### config.mk
export PLATFORM = sky130hd
export DESIGN_NAME = scm_top
export DESIGN_NICKNAME = d
export VERILOG_FILES = /design/src/core/scm_pkg.sv /design/src/core/scm_sync.sv /design/src/core/scm_top.sv
export SDC_FILE = /design/constraint.sdc
export NUM_CORES = 1
export LEC_CHECK = 0
export ABC_AREA = 1
export BUFFER_PORTS_ARGS = -buffer_cell sky130_fd_sc_hd__buf_2
export CORE_MARGIN = 10
export CORE_UTILIZATION = 40
export CTS_CLUSTER_DIAMETER = 60
export DETAILED_ROUTE_END_ITERATION = 10
export PLACE_DENSITY = 0.75
export SLEW_MARGIN = 15
export SYNTH_ARGS = -nofsm -noshare
export SYNTH_HDL_FRONTEND = slang
export SYNTH_HIERARCHICAL = 1
export SYNTH_SLANG_ARGS = --single-unit
### constraint.sdc
create_clock -name clock -period 2.1 [get_ports clock]
set_input_delay 0.63 -clock clock [delete_from_list [all_inputs] [get_ports clock]]
set_output_delay 0.63 -clock clock [all_outputs]
set_load 0.005 [all_outputs]
### src/core/scm_pkg.sv
package scm_pkg;
    // ==========================================================
    // register map
    localparam logic [7:0] SCM_ADDR_SYS_CTRL = 8'h00; // system control
    localparam logic [7:0] SCM_ADDR_STATUS = 8'h04; // read-only state
    // ==========================================================
    // system control field positions
    localparam int SCM_BIT_TIMER_SRC = 6; // timer clock source select
    localparam int SCM_BIT_CPU_SRC = 5; // cpu clock source select
    localparam int SCM_BIT_IDLE = 4; // idle enable on sleep
    localparam int SCM_BIT_RC_HI = 1; // rc frequency select high
    localparam int SCM_BIT_RC_LO = 0; // rc frequency select low
    localparam logic [7:0] SCM_SYS_CTRL_MASK = 8'h73; // implemented bits
    // ==========================================================
    // reset values
    localparam logic SCM_RST_TIMER_SRC = 1'b1; // main clock to timer
    localparam logic SCM_RST_CPU_SRC = 1'b1; // main oscillator to cpu
    localparam logic SCM_RST_IDLE = 1'b0; // sleep on sleep_instruction
    // ==========================================================
    // rc frequency codes
    localparam logic [1:0] SCM_RC_4M = 2'h3;
    localparam logic [1:0] SCM_RC_16M = 2'h2;
    localparam logic [1:0] SCM_RC_8M = 2'h1;
    localparam logic [1:0] SCM_RC_1M = 2'h0;
    // ==========================================================
    // timing
    localparam int SCM_CLK_MHZ = 250; // reference clock rate
    localparam int SCM_HOLD_4M_NS = 5000; // 4 mhz settle time
    localparam int SCM_HOLD_16M_NS = 1500; // 16 mhz settle time
    localparam int SCM_HOLD_8M_NS = 3000; // 8 mhz settle time
    localparam int SCM_HOLD_1M_NS = 24000; // 1 mhz settle time
    // least times round up to whole cycles
    localparam int SCM_HOLD_4M_CYC =
        (SCM_HOLD_4M_NS * SCM_CLK_MHZ + 999) / 1000;
    localparam int SCM_HOLD_16M_CYC =
        (SCM_HOLD_16M_NS * SCM_CLK_MHZ + 999) / 1000;
    localparam int SCM_HOLD_8M_CYC =
        (SCM_HOLD_8M_NS * SCM_CLK_MHZ + 999) / 1000;
    localparam int SCM_HOLD_1M_CYC =
        (SCM_HOLD_1M_NS * SCM_CLK_MHZ + 999) / 1000;
    localparam int SCM_WAKE_XTAL_CNT = 510; // cpu clocks, crystal normal
    localparam int SCM_WAKE_SHORT_CNT = 8; // cpu clocks, green or rc
    localparam int SCM_CNT_W = 13; // hold counter width
    // ==========================================================
    // operating states
    typedef enum logic [2:0] {
        SCM_RUN, SCM_SLEEP, SCM_IDLE, SCM_OSC_WAIT, SCM_WAKE_COUNT,
        SCM_FREQ_HOLD
    } scm_state_t;
endpackage : scm_pkg

### src/core/scm_sync.sv
`timescale 1ns/1ps
// ==========================================================
// three-stage input synchroniser with agreement filter
module scm_sync (
    input wire logic clock,
    input wire logic rstn,
    input wire logic pin,
    output logic level,
    output logic rise
);
    import scm_pkg::*;

    // all state of the synchroniser
    typedef struct packed {
        logic ff1; // metastability stage, read only by ff2
        logic ff2;
        logic ff3;
        logic level; // filtered level
        logic rise; // one-cycle pulse on accepted rising change
    } scm_sync_st_t;

    scm_sync_st_t st;
    scm_sync_st_t next_st;

    // next state: a change counts once ff2 and ff3 agree
    always_comb begin
        next_st = st;
        next_st.ff1 = pin;
        next_st.ff2 = st.ff1;
        next_st.ff3 = st.ff2;
        next_st.rise = 1'b0;
        if (st.ff2 == st.ff3 && st.ff3 != st.level) begin
            next_st.level = st.ff3;
            next_st.rise = st.ff3;
        end
    end

    // state register
    always_ff @(posedge clock) begin
        if (!rstn) begin
            st <= '0;
        end else begin
            st <= next_st;
        end
    end

    assign level = st.level;
    assign rise = st.rise;
endmodule : scm_sync

### src/core/scm_top.sv
// Decided for this implementation: the address map and the APB slave port.
`timescale 1ns/1ps
module scm_top #(
    parameter int HOLD_1M_CYC = scm_pkg::SCM_HOLD_1M_CYC // 24 us hold
) (
    input wire logic clock,
    input wire logic rstn,
    // apb slave
    input wire logic psel,
    input wire logic penable,
    input wire logic pwrite,
    input wire logic [7:0] paddr,
    input wire logic [31:0] pwdata,
    output logic [31:0] prdata,
    output logic pready,
    output logic pslverr,
    // configuration word straps
    input wire logic [1:0] cfg_rc_freq_sel, // word one bits six and five
    input wire logic cfg_crystal, // main source is a crystal
    input wire logic cfg_clk_div4, // timer clock is main over four, else main over two
    // oscillator side pins
    input wire logic main_osc_clock, // main oscillator clock pin
    input wire logic sub_osc_clock, // 16 khz sub oscillator pin
    input wire logic osc_stable, // selected oscillator has settled
    input wire logic wake_req, // wake-up event pin
    // cpu side, same clock
    input wire logic sleep_instruction, // one-cycle pulse
    output logic cpu_clk_en,
    output logic timer_clk_en,
    output logic main_osc_en,
    output logic [1:0] rc_freq_sel, // rc_freq_sel_hi, rc_freq_sel_lo
    output logic cpu_hold,
    output logic sleep_mode,
    output logic idle_mode
);
    import scm_pkg::*;

    // ==========================================================
    // synchronised pins
    logic main_tick; // accepted rising edge of main clock
    logic sub_tick; // accepted rising edge of sub clock
    logic stable_lvl; // filtered oscillator stable level
    logic wake_tick; // accepted wake event

    scm_sync u_sync_main (
        .clock(clock), .rstn(rstn), .pin(main_osc_clock),
        .level(), .rise(main_tick)
    );
    scm_sync u_sync_sub (
        .clock(clock), .rstn(rstn), .pin(sub_osc_clock),
        .level(), .rise(sub_tick)
    );
    scm_sync u_sync_stable (
        .clock(clock), .rstn(rstn), .pin(osc_stable),
        .level(stable_lvl), .rise()
    );
    scm_sync u_sync_wake (
        .clock(clock), .rstn(rstn), .pin(wake_req),
        .level(), .rise(wake_tick)
    );

    // ==========================================================
    // state of the block
    typedef struct packed {
        scm_state_t state; // operating state
        logic timer_src; // timer_clock_source_sel
        logic cpu_src; // cpu_clock_source_sel
        logic idle_en; // idle enable
        logic [1:0] rc_sel; // rc frequency select
        logic [SCM_CNT_W-1:0] cnt; // hold and wake counter
        logic [1:0] div; // main tick divider for the timer
        logic [31:0] prdata;
        logic pready;
        logic pslverr;
        logic cpu_clk_en;
        logic timer_clk_en;
        logic main_osc_en;
        logic cpu_hold; // registered state decodes for the outputs
        logic sleep_mode;
        logic idle_mode;
    } scm_st_t;

    scm_st_t st;
    scm_st_t next_st;

    // ==========================================================
    // helpers
    logic apb_access; // access phase, answer cycle
    logic apb_done; // transfer completes this edge
    logic cpu_tick; // tick of selected cpu source
    logic [7:0] sys_ctrl_rd; // read view of system control
    logic [SCM_CNT_W-1:0] hold_cyc; // hold for requested frequency
    logic [1:0] new_rc; // rc code from write data

    assign apb_access = psel && penable;
    assign apb_done = apb_access && st.pready;
    assign cpu_tick = st.cpu_src ? main_tick : sub_tick;
    assign new_rc = pwdata[SCM_BIT_RC_HI:SCM_BIT_RC_LO];

    // read view, unused bits forced to zero
    always_comb begin
        sys_ctrl_rd = 8'h00;
        sys_ctrl_rd[SCM_BIT_TIMER_SRC] = st.timer_src;
        sys_ctrl_rd[SCM_BIT_CPU_SRC] = st.cpu_src;
        sys_ctrl_rd[SCM_BIT_IDLE] = st.idle_en;
        sys_ctrl_rd[SCM_BIT_RC_HI:SCM_BIT_RC_LO] = st.rc_sel;
    end

    // settle time of the newly selected frequency
    always_comb begin
        unique case (new_rc)
            SCM_RC_4M: hold_cyc = SCM_CNT_W'(SCM_HOLD_4M_CYC);
            SCM_RC_16M: hold_cyc = SCM_CNT_W'(SCM_HOLD_16M_CYC);
            SCM_RC_8M: hold_cyc = SCM_CNT_W'(SCM_HOLD_8M_CYC);
            SCM_RC_1M: hold_cyc = SCM_CNT_W'(HOLD_1M_CYC);
        endcase
    end

    // ==========================================================
    // next-state logic
    always_comb begin
        next_st = st;
        // apb answer: one wait cycle, then pready
        next_st.pready = apb_access && !st.pready;
        next_st.pslverr = 1'b0;
        if (apb_access && !st.pready) begin
            next_st.prdata = 32'h0000_0000;
            unique case (paddr)
                SCM_ADDR_SYS_CTRL: next_st.prdata[7:0] = sys_ctrl_rd;
                SCM_ADDR_STATUS: begin
                    next_st.prdata[2:0] = st.state;
                    next_st.prdata[3] = st.main_osc_en;
                end
                default: next_st.pslverr = 1'b1; // unmapped
            endcase
        end
        // register write takes effect on the completing edge
        if (apb_done && pwrite && paddr == SCM_ADDR_SYS_CTRL) begin
            next_st.timer_src = pwdata[SCM_BIT_TIMER_SRC];
            next_st.cpu_src = pwdata[SCM_BIT_CPU_SRC];
            next_st.idle_en = pwdata[SCM_BIT_IDLE];
            next_st.rc_sel = new_rc;
            if (new_rc != st.rc_sel) begin
                next_st.state = SCM_FREQ_HOLD;
                next_st.cnt = hold_cyc;
            end
        end
        // timer clock: sub ticks or main divided by two or four
        next_st.timer_clk_en = 1'b0;
        if (main_tick) begin
            next_st.div = st.div + 2'h1;
        end
        if (st.state != SCM_SLEEP) begin
            if (!st.timer_src) begin
                next_st.timer_clk_en = sub_tick;
            end else if (main_tick) begin
                next_st.timer_clk_en = cfg_clk_div4 ? (st.div == 2'h3)
                                                    : st.div[0];
            end
        end
        // operating state machine
        next_st.cpu_clk_en = 1'b0;
        unique case (st.state)
            SCM_RUN: begin
                next_st.cpu_clk_en = cpu_tick;
                if (sleep_instruction) begin
                    next_st.cpu_clk_en = 1'b0;
                    next_st.state = st.idle_en ? SCM_IDLE : SCM_SLEEP;
                end
            end
            SCM_SLEEP, SCM_IDLE: begin
                if (wake_tick) begin
                    next_st.state = SCM_OSC_WAIT;
                end
            end
            SCM_OSC_WAIT: begin
                if (stable_lvl) begin
                    next_st.state = SCM_WAKE_COUNT;
                    if (st.cpu_src && cfg_crystal) begin
                        next_st.cnt = SCM_CNT_W'(SCM_WAKE_XTAL_CNT);
                    end else begin
                        next_st.cnt = SCM_CNT_W'(SCM_WAKE_SHORT_CNT);
                    end
                end
            end
            SCM_WAKE_COUNT: begin
                if (cpu_tick) begin
                    next_st.cnt = st.cnt - SCM_CNT_W'(1);
                    if (st.cnt == SCM_CNT_W'(1)) begin
                        next_st.state = SCM_RUN;
                    end
                end
            end
            SCM_FREQ_HOLD: begin
                // reference clock counts, cpu gated until expiry
                next_st.cnt = st.cnt - SCM_CNT_W'(1);
                if (st.cnt == SCM_CNT_W'(1)) begin
                    next_st.state = SCM_RUN;
                end
            end
        endcase
        // a rewrite with a different code during the hold restarts it for the newest code
        if (apb_done && pwrite && paddr == SCM_ADDR_SYS_CTRL
            && new_rc != st.rc_sel) begin
            next_st.state = SCM_FREQ_HOLD;
            next_st.cnt = hold_cyc;
        end
        // main oscillator off in sleep and while cpu runs on sub
        next_st.main_osc_en = next_st.cpu_src
                              && next_st.state != SCM_SLEEP;
        // mode outputs decoded ahead so they leave a flop directly
        next_st.cpu_hold = (next_st.state == SCM_FREQ_HOLD);
        next_st.sleep_mode = (next_st.state == SCM_SLEEP);
        next_st.idle_mode = (next_st.state == SCM_IDLE);
    end

    // ==========================================================
    // state register, configuration strap caught at reset
    always_ff @(posedge clock) begin
        if (!rstn) begin
            st <= '0;
            st.state <= SCM_RUN;
            st.timer_src <= SCM_RST_TIMER_SRC;
            st.cpu_src <= SCM_RST_CPU_SRC;
            st.idle_en <= SCM_RST_IDLE;
            st.rc_sel <= cfg_rc_freq_sel;
            st.main_osc_en <= 1'b1;
        end else begin
            st <= next_st;
        end
    end

    // ==========================================================
    // outputs, all straight from state flops
    assign prdata = st.prdata;
    assign pready = st.pready;
    assign pslverr = st.pslverr;
    assign cpu_clk_en = st.cpu_clk_en;
    assign timer_clk_en = st.timer_clk_en;
    assign main_osc_en = st.main_osc_en;
    assign rc_freq_sel = st.rc_sel;
    assign cpu_hold = st.cpu_hold;
    assign sleep_mode = st.sleep_mode;
    assign idle_mode = st.idle_mode;

    // ==========================================================
    // checks
    a_unused_read_zero: assert property (
        @(posedge clock) disable iff (!rstn)
        (pready && psel && !pwrite && paddr == SCM_ADDR_SYS_CTRL)
        |-> (prdata[7] == 1'b0 && prdata[3:2] == 2'h0))
        else $error("unused control bits read nonzero");
    a_timer_sub_src: assert property (
        @(posedge clock) disable iff (!rstn)
        (timer_clk_en && !$past(st.timer_src)) |-> $past(sub_tick))
        else $error("timer enable without sub tick");
    a_cpu_src_tick: assert property (
        @(posedge clock) disable iff (!rstn)
        cpu_clk_en |-> $past(cpu_tick))
        else $error("cpu enable without source tick");
    a_main_osc_off: assert property (
        @(posedge clock) disable iff (!rstn)
        (!st.cpu_src) |-> !main_osc_en)
        else $error("main oscillator runs with sub source");
    a_sleep_mode_pick: assert property (
        @(posedge clock) disable iff (!rstn)
        (st.state == SCM_RUN && sleep_instruction && !apb_done)
        |=> (idle_mode == $past(st.idle_en)) && (sleep_mode != idle_mode))
        else $error("wrong low-power mode entered");
    a_wake_count_load: assert property (
        @(posedge clock) disable iff (!rstn)
        (st.state == SCM_OSC_WAIT && stable_lvl && !apb_done)
        |=> st.cnt == ((st.cpu_src && cfg_crystal) ? SCM_CNT_W'(510)
                                                   : SCM_CNT_W'(8)))
        else $error("wrong wake-up count");
    a_hold_16m: assert property (
        @(posedge clock) disable iff (!rstn)
        (apb_done && pwrite && paddr == SCM_ADDR_SYS_CTRL
         && new_rc == SCM_RC_16M && st.rc_sel != SCM_RC_16M)
        |=> st.cnt == SCM_CNT_W'(375))
        else $error("16 mhz hold is not 375 cycles");
    a_hold_gates_cpu: assert property (
        @(posedge clock) disable iff (!rstn)
        cpu_hold |=> !cpu_clk_en)
        else $error("cpu enabled during hold");
    a_hold_1m: assert property (
        @(posedge clock) disable iff (!rstn)
        (apb_done && pwrite && paddr == SCM_ADDR_SYS_CTRL
         && new_rc == SCM_RC_1M && st.rc_sel != SCM_RC_1M)
        |=> st.cnt == SCM_CNT_W'(HOLD_1M_CYC))
        else $error("1 mhz hold has wrong length");
    c_freq_change: cover property (@(posedge clock) disable iff (!rstn)
        cpu_hold ##1 !cpu_hold);
    c_idle_entry: cover property (@(posedge clock) disable iff (!rstn)
        $rose(idle_mode));
    c_wake_done: cover property (@(posedge clock) disable iff (!rstn)
        st.state == SCM_WAKE_COUNT ##1 st.state == SCM_RUN);
endmodule : scm_top

==> report_table.html <==
<table>
<tr><th>Metric</th><th>Value</th></tr>
<tr><th colspan="2">Clock tree</th></tr>
<tr><td>Cts hold-fix bufs</td><td>0</td></tr>
<tr><td>Total number of clock tree sinks</td><td>between 50 and 60</td></tr>
<tr><td>Clock Latency Late Sink</td><td>0.34 ns</td></tr>
<tr><td>Number of cells upsized or downsized after cts</td><td>0</td></tr>
<tr><td>Maximum level of the CTS H-tree</td><td>3</td></tr>
<tr><td>Buffers inserted by post-CTS timing repair</td><td>0</td></tr>
<tr><td>Clock edge transition at the registers on the reported setup and hold paths</td><td>0.07 ns</td></tr>
<tr><td>Root Buffer Master</td><td>sky130_fd_sc_hd__clkbuf_8</td></tr>
<tr><td>Clock tree buffer depth</td><td>2</td></tr>
<tr><td>Clock tree from TritonCTS</td><td>done</td></tr>
<tr><td>CTS buffer count</td><td>9</td></tr>
<tr><th colspan="2">Synth</th></tr>
<tr><td>Synthesized area</td><td>about 0.0030 mm²</td></tr>
<tr><td>Number of instances in the synthesized netlist</td><td>roughly 430</td></tr>
<tr><td>Average cell area after synthesis</td><td>6.97 µm²</td></tr>
<tr><td>Synth warnings</td><td>6</td></tr>
<tr><th colspan="2">STA</th></tr>
<tr><td>Fin crit period</td><td>1.70 ns</td></tr>
<tr><td>Transition time of the tightest slew-check pin</td><td>0.532 ns</td></tr>
<tr><td>Slew Viols, Final</td><td>0</td></tr>
<tr><td>Total setup violations reported at the end of the flow</td><td>0</td></tr>
<tr><td>Final count of hold timing violations</td><td>0</td></tr>
<tr><td>Clock skew after layout</td><td>between 0.008 and 0.009 ns</td></tr>
<tr><td>Post-route setup TNS</td><td>0 ns</td></tr>
<tr><td>Setup repair after global routing missed its margin</td><td>no</td></tr>
<tr><td>Share of the clock period used by the worst path</td><td>80.7%</td></tr>
<tr><td>Headroom to the max-slew limit</td><td>between 60 and 70%</td></tr>
<tr><td>Maximum operating frequency</td><td>about 600 MHz</td></tr>
<tr><th colspan="2">GRT</th></tr>
<tr><td>Via count of the first global-routing pass</td><td>~2.6k</td></tr>
<tr><td>Global route overflow</td><td>0</td></tr>
<tr><td>Antenna violations before repair</td><td>0</td></tr>
<tr><td>Largest net degree at the start of global routing</td><td>17</td></tr>
<tr><td>Global-route wire length before repair</td><td>approximately 12000 µm</td></tr>
<tr><td>Global routing usage summed across all routing layers</td><td>around an eighth</td></tr>
<tr><th colspan="2">Setup path</th></tr>
<tr><td>Kind of critical path</td><td>primary input to register</td></tr>
<tr><td>Arrival time of data at the critical path endpoint</td><td>between 1.5 and 2 ns</td></tr>
<tr><td>Peak fanout along the critical path</td><td>9</td></tr>
<tr><td>Required time reported for the critical path endpoint</td><td>around 2.3 ns</td></tr>
<tr><td>Endpoint class of the critical path</td><td>register</td></tr>
<tr><td>Startpoint Class</td><td>primary input</td></tr>
<tr><th colspan="2">Floorplan</th></tr>
<tr><td>Std-Cell Rows</td><td>31</td></tr>
<tr><td>Area of the core</td><td>around 0.0073 mm²</td></tr>
<tr><td>Die H</td><td>107 µm</td></tr>
<tr><td>Top-Level Pins</td><td>96</td></tr>
<tr><td>Effective utilization at floorplan</td><td>between 40% and 50%</td></tr>
<tr><td>Die area</td><td>~0.011 mm²</td></tr>
<tr><td>Die Width</td><td>107 µm</td></tr>
<tr><th colspan="2">Route</th></tr>
<tr><td>Total iterations of the first detailed-routing run</td><td>4</td></tr>
<tr><td>Per-cell routed wire length</td><td>approximately 12 µm</td></tr>
<tr><td>Vias after detailed routing</td><td>2650</td></tr>
<tr><td>Number of remaining DRC errors</td><td>0</td></tr>
<tr><td>Total wirelength of the detailed-routed design</td><td>approximately 7000 µm</td></tr>
<tr><td>Vias per cell</td><td>~4.6</td></tr>
<tr><td>Number of nets with antenna violations after routing</td><td>0</td></tr>
<tr><td>Detailed router's first-iteration violation count</td><td>roughly 160</td></tr>
<tr><th colspan="2">Power</th></tr>
<tr><td>Leakage Power</td><td>0.00185 µW</td></tr>
<tr><td>Max VDD drop</td><td>0.665 mV</td></tr>
<tr><td>Power Density</td><td>a little over 700 mW/mm²</td></tr>
<tr><th colspan="2">Final layout</th></tr>
<tr><td>Synthesis-to-finish area growth</td><td>14.5%</td></tr>
<tr><td>NumNets Final</td><td>540</td></tr>
<tr><td>Most frequent cells in the layout</td><td>sky130_fd_sc_hd__nand2_1 (118), sky130_fd_sc_hd__dfxtp_1 (55), sky130_fd_sc_hd__inv_1 (46)</td></tr>
<tr><td>Commonest non-fill, non-tap cell in the layout</td><td>sky130_fd_sc_hd__nand2_1</td></tr>
<tr><td>Layout fillers</td><td>between 700 and 800</td></tr>
<tr><td>Post-Layout Cell Count</td><td>582</td></tr>
<tr><td>Area of all sequential standard cells</td><td>roughly 0.0012 mm²</td></tr>
<tr><td>N_diodes</td><td>0</td></tr>
<tr><td>Fraction of layout instances using a drive strength above 1</td><td>21.1%</td></tr>
<tr><td>Multi-input combinational cell area</td><td>approximately 0.0014 mm²</td></tr>
<tr><th colspan="2">Placed design</th></tr>
<tr><td>Buffers on Ports</td><td>43</td></tr>
<tr><td>Routability congestion estimate</td><td>around 0.92</td></tr>
<tr><td>HPWL Detailed</td><td>~5400 µm</td></tr>
<tr><td>Cells after DPL</td><td>approximately 570</td></tr>
<tr><th colspan="2">Run</th></tr>
<tr><td>Number of max-cap violations</td><td>0</td></tr>
<tr><th colspan="2">Run status</th></tr>
<tr><td>Outcome</td><td>completed</td></tr>
<tr><th colspan="2">Worst hold path</th></tr>
<tr><td>Hold crit path type</td><td>register to register</td></tr>
</table>
-- stage by stage --
step | hold WS, ns | area [µm²] | total power (µW) | util [%] | setup WS [ns]
floorplan | 0.390 | 3100 | 1300 | - | 0.442
global placement | 0.393 | 3220 | 1330 | 44.2 | 0.103
detailed placement | 0.400 | 3220 | 1330 | 44.2 | 0.0588
CTS | 0.417 | 3450 | 2500 | 47.3 | 0.421
global route | 0.433 | 3450 | 2580 | 47.3 | 0.272
finish | 0.416 | 3450 | 2470 | 47.3 | 0.405
-- path summary, 6_finish.rpt --
| path | start | endpoint | slack [ns] | cells past startpoint |
|---|---|---|---|---|
| setup / recovery | paddr[1] | st[49] | 0.40 | 8 |
| hold / removal | u_sync_main/next_st[3] | u_sync_main/next_st[2] | 0.42 | 2 |
| setup reg to reg | rc_freq_sel[0] | st[49] | 0.43 | 6 |
| hold reg to reg | u_sync_main/next_st[3] | u_sync_main/next_st[2] | 0.42 | 2 |
-- critical path, stage by stage --
cell and delay, ns:
sky130_fd_sc_hd__buf_2 0.09, sky130_fd_sc_hd__nor2_1 0.13, sky130_fd_sc_hd__nand2_1 0.06, sky130_fd_sc_hd__nor2_1 0.18, sky130_fd_sc_hd__nand3_2 0.25, sky130_fd_sc_hd__or2_1 0.31
sky130_fd_sc_hd__o21ai_0 0.20, sky130_fd_sc_hd__nor2_1 0.07
-- final cells by class --
cell class / count / share of cell area [%]
clock inverter: 6 / 2.61
sequential: 57 / 33.7
timing repair buffer: 51 / 7.98
inverter: 59 / 6.42
clock buffer: 10 / 3.99
multi-input combinational: 300 / 41.7
tap: 99 / 3.59
-- flip-flops by register name (all words and copies together) (netlist names), 2 cells and up --
| name | flops |
|---|---|
| u_sync_stable/next_st | 2 |
| u_sync_main/next_st | 2 |
| rc_freq_sel | 2 |
| u_sync_wake/next_st | 2 |
| st | 21 |
| u_sync_sub/next_st | 2 |
| prdata | 7 |
-- layer usage --
metal	global-route usage, %	part of all wire [%]	vias to the layer above
met5	0	0	-
met4	5.32	1.5	0
met3	5.63	10	11
met2	20.3	46	95
met1	14.0	43	1162
li1	-	-	1382
-- power by group --
group          switching (µW)  internal [µW]
logic                     108           69.5
registers                18.3           1120
clock network             458            702
(Power assumes the default switching activity.)
